File: src/sijm_pkg.sv
package sijm_pkg;
	localparam logic [3:0]  OFS_POS_LOW    = 4'h4;
	localparam logic [3:0]  OFS_POS_HIGH   = 4'h5;
	localparam logic [3:0]  OFS_SPEED      = 4'h6;
	localparam logic [3:0]  CMD_DIGIT_INCR = 4'h1;
	localparam logic [15:0] DIR_SWAP_VALUE = 16'h0001;
	localparam logic [31:0] POS_LIMIT      = 32'h000F423F;
	localparam int          CLK_HZ         = 10000000;
	localparam int          READY_MS       = 80;
	localparam int          READY_CYCLES   = READY_MS * (CLK_HZ / 1000);
	localparam int          FILTER_DEFAULT = 16;

	typedef struct packed {
		logic        valid;
		logic [31:0] distance;
		logic [15:0] speed;
		logic [15:0] accel_ms;
		logic [15:0] decel_ms;
		logic        cw;
		logic        incremental;
	} sijm_motion_t;

	typedef enum logic [1:0] {
		SIJM_IDLE = 2'b00,
		SIJM_AUTO = 2'b01,
		SIJM_JOG  = 2'b11,
		SIJM_STOP = 2'b10
	} sijm_state_t;
endpackage : sijm_pkg
File: src/sijm_core.sv
`timescale 1ns/1ps
module sijm_core
	import sijm_pkg::*;
#(
	parameter int READY_DELAY  = READY_CYCLES,
	parameter int FILTER_COUNT = FILTER_DEFAULT
) (
	// Clock and reset
	input  wire logic         clk,
	input  wire logic         nrst,
	// Remote input bits
	input  wire logic         servo_on_request,
	input  wire logic         fault,
	input  wire logic         auto_manual_select,
	input  wire logic         register_motion_source_select,
	input  wire logic         abs_incr_select,
	input  wire logic         forward_start,
	input  wire logic         reverse_start,
	input  wire logic [4:0]   point_table_number_select,
	// Remote word registers
	input  wire logic         word_write,
	input  wire logic [3:0]   word_offset,
	input  wire logic [15:0]  word_data,
	// Configuration parameters
	input  wire logic [3:0]   command_system_digit,
	input  wire logic [15:0]  rotation_direction_param,
	input  wire logic [15:0]  jog_speed_param,
	input  wire logic [15:0]  table1_accel_ms,
	input  wire logic [15:0]  table1_decel_ms,
	// Motion command and status
	output sijm_motion_t      motion_cmd,
	output logic              motion_running,
	output logic [4:0]        selected_table,
	output logic              drive_ready_flag
);
	logic        rst_a;
	logic        rst_b;
	logic [9:0]  s1;
	logic [9:0]  s2;
	logic [9:0]  filt;
	logic [9:0]  filt_prev;
	logic [15:0] fcnt [10];
	logic [15:0] pos_low;
	logic [15:0] pos_high;
	logic [15:0] speed_word;
	logic [31:0] rcnt;
	logic        fwd_prev;
	logic        rev_prev;
	sijm_state_t state;
	wire         rst_n = rst_b;
	wire  [9:0]  raw = {point_table_number_select, servo_on_request, auto_manual_select,
		register_motion_source_select, forward_start, reverse_start};
	wire         f_rev    = filt[0];
	wire         f_fwd    = filt[1];
	wire         f_regsrc = filt[2];
	wire         f_auto   = filt[3];
	wire         f_son    = filt[4];
	wire         incr_sys = (command_system_digit == CMD_DIGIT_INCR);
	wire         swap     = (rotation_direction_param == DIR_SWAP_VALUE);

	function automatic logic dir_cw(input logic fwd, input logic sw);
		dir_cw = sw ? fwd : ~fwd;
	endfunction : dir_cw

	always_ff @(posedge clk or negedge nrst) begin
		if (!nrst) begin
			rst_a <= 1'b0;
			rst_b <= 1'b0;
		end else begin
			rst_a <= 1'b1;
			rst_b <= rst_a;
		end
	end

	always_ff @(posedge clk or negedge rst_n) begin
		if (!rst_n) begin
			s1 <= 10'h000;
			s2 <= 10'h000;
		end else begin
			s1 <= raw;
			s2 <= s1;
		end
	end

	// Each bit must hold steady for the filter time before it is believed
	for (genvar i = 0; i < 10; i++) begin : g_filt
		always_ff @(posedge clk or negedge rst_n) begin
			if (!rst_n) begin
				fcnt[i] <= 16'h0000;
				filt[i] <= 1'b0;
			end else if (s2[i] == filt[i]) begin
				fcnt[i] <= 16'h0000;
			end else if (fcnt[i] >= 16'(FILTER_COUNT - 1)) begin
				fcnt[i] <= 16'h0000;
				filt[i] <= s2[i];
			end else begin
				fcnt[i] <= fcnt[i] + 16'h0001;
			end
		end
	end

	always_ff @(posedge clk or negedge rst_n) begin
		if (!rst_n) begin
			filt_prev <= 10'h000;
		end else begin
			filt_prev <= filt;
		end
	end

	// Words are latched as written; the command takes them at the forward-start edge
	always_ff @(posedge clk or negedge rst_n) begin
		if (!rst_n) begin
			pos_low    <= 16'h0000;
			pos_high   <= 16'h0000;
			speed_word <= 16'h0000;
		end else if (word_write) begin
			case (word_offset)
				OFS_POS_LOW:  pos_low <= word_data;
				OFS_POS_HIGH: pos_high <= word_data;
				OFS_SPEED:    speed_word <= word_data;
				default: ;
			endcase
		end
	end

	always_ff @(posedge clk or negedge rst_n) begin
		if (!rst_n) begin
			rcnt             <= 32'h00000000;
			drive_ready_flag <= 1'b0;
		end else if (!f_son || fault) begin
			rcnt             <= 32'h00000000;
			drive_ready_flag <= 1'b0;
		end else if (rcnt >= 32'(READY_DELAY - 1)) begin
			drive_ready_flag <= 1'b1;
		end else begin
			rcnt <= rcnt + 32'h00000001;
		end
	end

	always_ff @(posedge clk or negedge rst_n) begin
		if (!rst_n) begin
			selected_table <= 5'h00;
		end else begin
			// Manual mode never looks at the table selects
			selected_table <= f_auto ? filt[9:5] : 5'h00;
		end
	end

	wire fwd_rise = f_fwd & ~filt_prev[1];
	wire rev_rise = f_rev & ~filt_prev[0];

	always_ff @(posedge clk or negedge rst_n) begin
		if (!rst_n) begin
			state          <= SIJM_IDLE;
			motion_cmd     <= '0;
			motion_running <= 1'b0;
			fwd_prev       <= 1'b0;
			rev_prev       <= 1'b0;
		end else begin
			motion_cmd.valid <= 1'b0;
			fwd_prev         <= f_fwd;
			rev_prev         <= f_rev;
			case (state)
				SIJM_IDLE: begin
					motion_running <= 1'b0;
					if (drive_ready_flag && f_auto && f_regsrc && incr_sys && fwd_rise) begin
						// Relative move; abs/incr select is not consulted
						motion_cmd.valid       <= 1'b1;
						motion_cmd.distance    <= {pos_high, pos_low};
						motion_cmd.speed       <= speed_word;
						motion_cmd.accel_ms    <= table1_accel_ms;
						motion_cmd.decel_ms    <= table1_decel_ms;
						motion_cmd.cw          <= dir_cw(1'b1, swap);
						motion_cmd.incremental <= 1'b1;
						motion_running         <= 1'b1;
						state                  <= SIJM_AUTO;
					end else if (drive_ready_flag && !f_auto && (fwd_rise ^ rev_rise)) begin
						motion_cmd.valid       <= 1'b1;
						motion_cmd.distance    <= 32'h00000000;
						motion_cmd.speed       <= jog_speed_param;
						motion_cmd.accel_ms    <= table1_accel_ms;
						motion_cmd.decel_ms    <= table1_decel_ms;
						motion_cmd.cw          <= dir_cw(fwd_rise, swap);
						motion_cmd.incremental <= 1'b0;
						motion_running         <= 1'b1;
						state                  <= SIJM_JOG;
					end
				end
				SIJM_AUTO: begin
					// One-shot relative move; completion is the motion unit's business
					state <= SIJM_STOP;
				end
				SIJM_JOG: begin
					if (!drive_ready_flag || f_auto || !(f_fwd || f_rev)) begin
						motion_cmd.speed <= 16'h0000;
						state            <= SIJM_STOP;
					end
				end
				SIJM_STOP: begin
					motion_running <= 1'b0;
					motion_cmd.speed <= 16'h0000;
					state          <= SIJM_IDLE;
				end
				default: state <= SIJM_IDLE;
			endcase
		end
	end

	chk_ready_low_fault: assert property (@(posedge clk) disable iff (!rst_n)
		(fault ##1 1) |=> !drive_ready_flag) else $error("ready while faulted");
	chk_manual_table_zero: assert property (@(posedge clk) disable iff (!rst_n)
		(!f_auto ##1 !f_auto) |-> selected_table == 5'h00) else $error("table in manual");
	chk_jog_speed: assert property (@(posedge clk) disable iff (!rst_n)
		(motion_cmd.valid && !motion_cmd.incremental) |-> motion_cmd.speed == $past(jog_speed_param))
		else $error("jog speed wrong");
	chk_jog_times: assert property (@(posedge clk) disable iff (!rst_n)
		(motion_cmd.valid && !motion_cmd.incremental) |-> motion_cmd.accel_ms == $past(table1_accel_ms))
		else $error("jog accel wrong");
	chk_jog_release: assert property (@(posedge clk) disable iff (!rst_n)
		(state == SIJM_JOG && !f_fwd && !f_rev) |=> state == SIJM_STOP) else $error("jog kept");
	chk_auto_incr: assert property (@(posedge clk) disable iff (!rst_n)
		motion_cmd.valid && motion_cmd.incremental |-> $past(incr_sys) && $past(f_regsrc))
		else $error("auto without incr");
	chk_pos_pair: assert property (@(posedge clk) disable iff (!rst_n)
		motion_cmd.valid && motion_cmd.incremental |-> motion_cmd.distance == $past({pos_high, pos_low}))
		else $error("position pair wrong");
	chk_jog_dir: assert property (@(posedge clk) disable iff (!rst_n)
		(motion_cmd.valid && !motion_cmd.incremental) |-> motion_cmd.cw == ($past(swap) ~^ $past(fwd_rise)))
		else $error("jog direction wrong");

	// Independent count of settled servo-on cycles without fault.
	// Kept apart from the ready counter so that the timing checks below
	// do not simply restate the logic that they guard.
	logic [31:0] ready_age;

	always_ff @(posedge clk or negedge rst_n) begin
		if (!rst_n) begin
			ready_age <= 32'h00000000;
		end else if (!f_son || fault) begin
			ready_age <= 32'h00000000;
		end else if (ready_age != 32'hFFFFFFFF) begin
			// Saturates so a long servo-on never wraps back below the delay
			ready_age <= ready_age + 32'h00000001;
		end
	end

	// Ready timing against the independent count
	chk_ready_early: assert property (@(posedge clk) disable iff (!rst_n)
		drive_ready_flag |-> ready_age >= 32'(READY_DELAY))
		else $error("ready raised too early");

	chk_ready_late: assert property (@(posedge clk) disable iff (!rst_n)
		(ready_age >= 32'(READY_DELAY)) |-> drive_ready_flag)
		else $error("ready raised too late");

	// Command issue conditions and command contents
	chk_start_ready: assert property (@(posedge clk) disable iff (!rst_n)
		motion_cmd.valid |-> $past(drive_ready_flag))
		else $error("command while not ready");

	chk_jog_manual: assert property (@(posedge clk) disable iff (!rst_n)
		(motion_cmd.valid && !motion_cmd.incremental) |-> !$past(f_auto))
		else $error("jog outside manual mode");

	chk_auto_mode: assert property (@(posedge clk) disable iff (!rst_n)
		(motion_cmd.valid && motion_cmd.incremental) |-> $past(f_auto))
		else $error("relative move outside auto mode");

	chk_jog_decel: assert property (@(posedge clk) disable iff (!rst_n)
		(motion_cmd.valid && !motion_cmd.incremental) |-> motion_cmd.decel_ms == $past(table1_decel_ms))
		else $error("jog decel wrong");

	chk_auto_speed: assert property (@(posedge clk) disable iff (!rst_n)
		(motion_cmd.valid && motion_cmd.incremental) |-> motion_cmd.speed == $past(speed_word))
		else $error("auto speed wrong");

	chk_jog_one_start: assert property (@(posedge clk) disable iff (!rst_n)
		(motion_cmd.valid && !motion_cmd.incremental) |-> $past(fwd_rise) != $past(rev_rise))
		else $error("jog from two starts");

	// Jog life cycle
	chk_jog_running: assert property (@(posedge clk) disable iff (!rst_n)
		state == SIJM_JOG |-> motion_running)
		else $error("jog without running flag");

	chk_stop_speed: assert property (@(posedge clk) disable iff (!rst_n)
		($past(state) == SIJM_JOG && state == SIJM_STOP) |-> motion_cmd.speed == 16'h0000)
		else $error("jog stop kept speed");

	// A filtered edge needs the synchronised level behind it
	chk_filter_hold: assert property (@(posedge clk) disable iff (!rst_n)
		$rose(f_fwd) |-> $past(s2[1]))
		else $error("start believed before filter");
endmodule : sijm_core

File: config.mk
export PLATFORM = sky130hd
export DESIGN_NAME = sijm_core
export DESIGN_NICKNAME = d
export VERILOG_FILES = /design/src/sijm_pkg.sv /design/src/sijm_core.sv
export SDC_FILE = /design/constraint.sdc
export NUM_CORES = 1
export LEC_CHECK = 0
export ABC_CLOCK_PERIOD_IN_PS = 15700
export BUFFER_PORTS_ARGS = -buffer_cell sky130_fd_sc_hd__buf_2
export CORE_AREA = 3 3 196 275
export DETAILED_ROUTE_END_ITERATION = 12
export DIE_AREA = 0 0 199 278
export GPL_ROUTABILITY_DRIVEN = 0
export HOLD_SLACK_MARGIN = 0.08
export PLACE_DENSITY_LB_ADDON = 0.12
export SYNTH_ARGS = -nofsm -noshare
export SYNTH_HDL_FRONTEND = slang
export SYNTH_SLANG_ARGS = --single-unit
File: constraint.sdc
create_clock -name clk -period 15.7 [get_ports clk]
set_input_delay 0.785 -clock clk [delete_from_list [all_inputs] [get_ports clk]]
set_output_delay 0.785 -clock clk [all_outputs]
set_load 0.1 [all_outputs]
# After elaboration in Yosys (flattened, before gate mapping)
# Index checks and enable logic that the tools add are counted.
[classes]
n_reduce_logical = 35
n_eq_ne = 21
n_lt_le_gt_ge = 11
muxes = 39
n_bitwise = 16
add_sub_neg = 11
[ops]
columns = ["cell", "count"]
rows = [
  ["2-to-1 mux 16 bit", 21],
  ["2-to-1 mux 83 bit", 2],
  ["adder 16 x 1 -> 16 bit (second input constant)", 10],
  [">= comparator 16 x 4 -> 1 bit (second input constant)", 10],
  ["2-to-1 mux 32 bit", 2],
  ["one-hot mux 16 bit (3 select lines)", 1],
  ["2-to-1 mux 33 bit", 1],
  ["adder 32 x 1 -> 32 bit (second input constant)", 1],
  [">= comparator 32 x 20 -> 1 bit (second input constant)", 1],
  ["AND reduction 2 bit", 15],
  ["== test 16 x 1 -> 1 bit (second input constant)", 1],
  ["inverter 1 bit", 13],
  ["== test 4 x 3 -> 1 bit (second input constant)", 3],
  ["== test 1 bit", 10],
  ["one-hot mux 2 bit (4 select lines)", 1],
  ["logical AND 1 bit", 6],
  ["2-to-1 mux 1 bit", 6],
  ["2-to-1 mux 2 bit", 3],
  ["nonzero test 2 bit", 3],
  ["2-to-1 mux 5 bit", 1],
  ["== test 2 bit (second input constant)", 2],
  ["== test 4 x 1 -> 1 bit (second input constant)", 1],
  ["logical NOT 1 bit", 4],
  ["logical OR 1 bit", 4],
  ["9 further kinds", 11],
]
[totals]
inputBits = 103
reg_bits = 366
output_inout_bits = 90

# Longest topological paths before layout
[logic_depth]
depth_word = 7
depth_mapped = 8

# Worst setup path after synthesis
# OpenSTA, ideal clock, no wires.
[synth_path]
kind = "register to register"
from = "register drive_ready_flag"
to = "register motion_cmd[64] (netlist bit)"
arrival_time_ns = 2.424
slack_ns = 13.154
setup_ns = 0.122
path_stages_with_launch = 8
required_time_ns = 15.578
period_less_slack_ns = 2.546
cell_sequence = "dfrtp_1 -> nand4bb_1 -> nor3_4 -> o21bai_1 -> nand2_1 -> buf_2 -> buf_6 -> a22o_1"
[synth_via]
elab_chain_cells = 6
word_cells_on_any_way = 9
[synth_lines]
columns = ["element", "line", "rtl"]
rows = [
  ["start: declaration", "sijm_core.sv:34", "output logic drive_ready_flag"],
  ["start signal: assignment", "sijm_core.sv:129", "drive_ready_flag <= 1'b0;"],
  ["start signal: assignment", "sijm_core.sv:132", "drive_ready_flag <= 1'b0;"],
  ["start signal: assignment", "sijm_core.sv:134", "drive_ready_flag <= 1'b1;"],
  ["logical AND 1 bit (4 in series)", "sijm_core.sv:166", "if (drive_ready_flag && f_auto && f_regsrc && incr_sys && fwd_rise) begin"],
  ["nonzero test 2 bit (no line)", "n/a", ""],
  ["AND reduction 2 bit (no line)", "n/a", ""],
  ["end: declaration", "sijm_core.sv:31", "output sijm_motion_t motion_cmd,"],
]
# Several ways; a longest one is shown, not always the timed one.
# A chain may end at the register's enable or synchronous reset.

==> flow_metrics.tcl <==
set metrics [dict create \
    status "complete, no violations" \
    busiest_layer "met2" \
    die_y_um 278 \
    dp_hpwl_mm 19.27 \
    grt.total_usage_pct 10.53 \
    post-route-period-util_pct 21.73 \
    worstSetupEndpointType "asynchronous set/reset pin" \
    hp-class "register to register" \
    io_buffer_count 191 \
    slew_headroom_pct 28.63 \
    wl_mm 28.70 \
    synth.area.top_cells "dfrtp_1 71%, mux2_2 5.1%, mux2_1 2.9%" \
    crit_fanout 184 \
    clockBufferDepth 3 \
    p_per_area_nw_per_um2 124.7 \
    place_inst 1812 \
    antenna_found_initial 2 \
    yosys_warnings 0 \
    cts_tree "built" \
    netlist_instances 864 \
    grt_use_met3_pct 2.180 \
    hold_violations 0 \
    cp.arrival_ns 3.95 \
    drc 0 \
    htree_levels 2 \
    maxCapViolCount 0 \
    grt_start_max_net_pins 185 \
    avgSynthCellArea_um2 14.89 \
    finalMaxSlewViolations 0 \
    rsz0062_at_grt "false" \
    path_class "register to asynchronous set/reset pin" \
    setup_viol 0 \
    yosys.area.top_type_share_pct 71.21 \
    die_x_um 199 \
    startpoint_type "register" \
    ys_ff_latch 366 \
    dr_total_vias 7669 \
    yosys_most_used_dff "dfrtp_1" \
    avgRoutedWirePerCell_um 15.23 \
    grt_use_met2_pct 17.33 \
    grt_pass1_wl_mm 45.97 \
    postLayoutCoreUtil_pct 31.59 \
    syn_area_um2 12860 \
    cp.required_ns 16.24 \
    period_needed_ns 3.412 \
    final.setup_skew_ns 0.02027 \
    drt_iter0_drc 276 \
    area_delta_synth_final_pct 27.48 \
    core_area_um2 51900 \
    start_util_pct 24.78 \
    place_ws_ns 11.87 \
    path_clk_slew_ns 0.06 \
    cts_made_buffers 40 \
    clock_latency_ns 0.54 \
    p_leak_nw 7.850 \
    via_per_inst 4.068 \
    grt_util_met1_pct 13.63 \
    cts.sinks 366 \
    synth_edf_count 0 \
    post_cts_buffers 0 \
    grt_pass1_vias 8072 \
    max_freq_mhz 293.1 \
    synth_cell_type_count 54 \
    dieArea_um2 55320 \
    dr.pass1.iters 4 \
    vdd_drop_max_v 0.00007818 \
    fin_cells 1885 \
    drive_above_1_share_pct 27.20 \
    postSynth.asyncResetShare_pct 100.0 \
    grt_overflow 0 \
    setup_ws_ns 12.29 \
    yosysTopAreaCell "dfrtp_1" \
    rows 99 \
    fin_nets 1313 \
    tns_ns 0 \
    worstMarginPinSlew_ns 1.071 \
    finalPower_mw 2.045 \
    ant_nets 0 \
    yosysSeqAreaShare_pct 71.21 \
    cts-root-buf "clkbuf_16" \
    ios 193 \
]
==> synth_stat cells (3+ instances only) <==
| cell type | instances |
|---|---|
| dfrtp_1 | 366 |
| mux2i_1 | 3 |
| and2_1 | 18 |
| nand3_1 | 24 |
| o2bb2ai_1 | 16 |
| xnor2_1 | 18 |
| mux2_1 | 33 |
| nor2_1 | 55 |
| a22o_1 | 32 |
| inv_1 | 18 |
| clkbuf_1 | 13 |
| or4_1 | 6 |
| nand2_1 | 22 |
| nor4_1 | 37 |
| a22oi_1 | 16 |
| a21oi_1 | 8 |
| nand4_1 | 17 |
| a2111oi_1 | 3 |
| buf_2 | 9 |
| ha_1 | 11 |
| nand2b_1 | 14 |
| xor2_1 | 20 |
| o31ai_1 | 8 |
| mux2_2 | 58 |
==> cells by family after synthesis <==
logic type      synth area share, %
buf+inv                       1.459
simple gates                  9.164
mux                           8.201
fa+ha+maj                     1.070
compound gates                6.246
xor+xnor                      2.588
flops                         71.21
other cells                 0.05839
==> placed cells by master, fill, tap and decap left out, types with 3 or more instances in the layout <==
cell type / instances
mux2_1: 33
or4_1: 6
clkbuf_1: 9
ha_1: 11
clkbuf_8: 5
mux2i_1: 3
inv_1: 18
xor2_1: 20
nand3_1: 24
buf_4: 6
clkinv_2: 7
bufinv_16: 4
buf_2: 191
o2bb2ai_1: 16
and2_1: 18
a22o_1: 32
nand2b_1: 14
xnor2_1: 18
clkinv_8: 3
conb_1: 121
nand4_1: 17
clkbuf_16: 40
dfrtp_1: 365
nand2_1: 21
mux2_2: 58
a22oi_1: 16
a2111oi_1: 3
nor4_1: 37
o31ai_1: 8
a21oi_1: 8
nor2_1: 55
==> metal layers <==
layer / vias to the layer above / wire length, µm
met2: 182 / 13890
met5: - / 0
met4: 0 / 968
li1: 3646 / -
met1: 3783 / 12370
met3: 58 / 1470
==> cell type report <==
type | count | area (µm²)
tap | 656 | 820.8
inverter | 18 | 67.56
fill | 5182 | 35510
timing repair buffer | 199 | 1031
antenna | 1 | 2.502
multi-input combinational | 574 | 3980
clock inverter | 17 | 227.7
sequential | 366 | 9163
clock buffer | 54 | 1104
==> state kept, by name, indices dropped and copies added (netlist names) <==
| register | cells |
|---|---|
| drive_ready_flag | 1 |
| f_auto | 1 |
| f_fwd | 1 |
| f_regsrc | 1 |
| f_rev | 1 |
| f_son | 1 |
| fcnt | 160 |
| filt | 5 |
| filt_prev | 2 |
| motion_cmd | 83 |
| motion_running | 1 |
| pos_high | 16 |
| pos_low | 16 |
| rcnt | 32 |
| rst_a | 1 |
| rst_b | 1 |
| s1 | 10 |
| s2 | 10 |
| selected_table | 5 |
| speed_word | 16 |
| state | 2 |
==> worst max-delay path: stages, from the launching register on <==
cell	delay, ns
dfrtp_4	0.87
buf_4	0.72
buf_12	0.68
buf_4	0.85
==> stage by stage <==
step / instance area [µm²] / hold WS [ns]
floorplan: 13310 / 0.3312
detailed placement: 15050 / 0.3363
global route: 16400 / 0.3151
CTS: 16390 / 0.3060
finish: 16400 / 0.3424
global placement: 15050 / 0.3332
==> final timing paths <==
kind / depth (start not counted) / slack (ns) / startpoint / endpoint
max in group clk: 5 / 12.42 / drive_ready_flag / motion_cmd[14]
max reg2reg: 3 / 12.29 / rst_b / fcnt[66]
min: 0 / 0.34 / s1[9] / s2[9]
min reg2reg: 0 / 0.34 / s1[9] / s2[9]
min in group asynchronous: 0 / 0.37 / rst_b / motion_cmd[47]
max: 3 / 12.29 / rst_b / fcnt[66]
==> what timing repair did <==
action,in CTS,in global routing
hold buffers,1,0
resized for setup,0,0
hold endpoints to repair,2,0
setup endpoints to repair,0,0
==> where the power goes <==
| group | internal, mW | leakage [nW] | switching, mW | total (mW) |
|---|---|---|---|---|
| sequential | 0.993 | 4.67 | 0.0274 | 1.02 |
| clock | 0.563 | 0.649 | 0.383 | 0.946 |
| combinational | 0.0361 | 2.53 | 0.0415 | 0.0776 |
(Power assumes the default switching activity.)
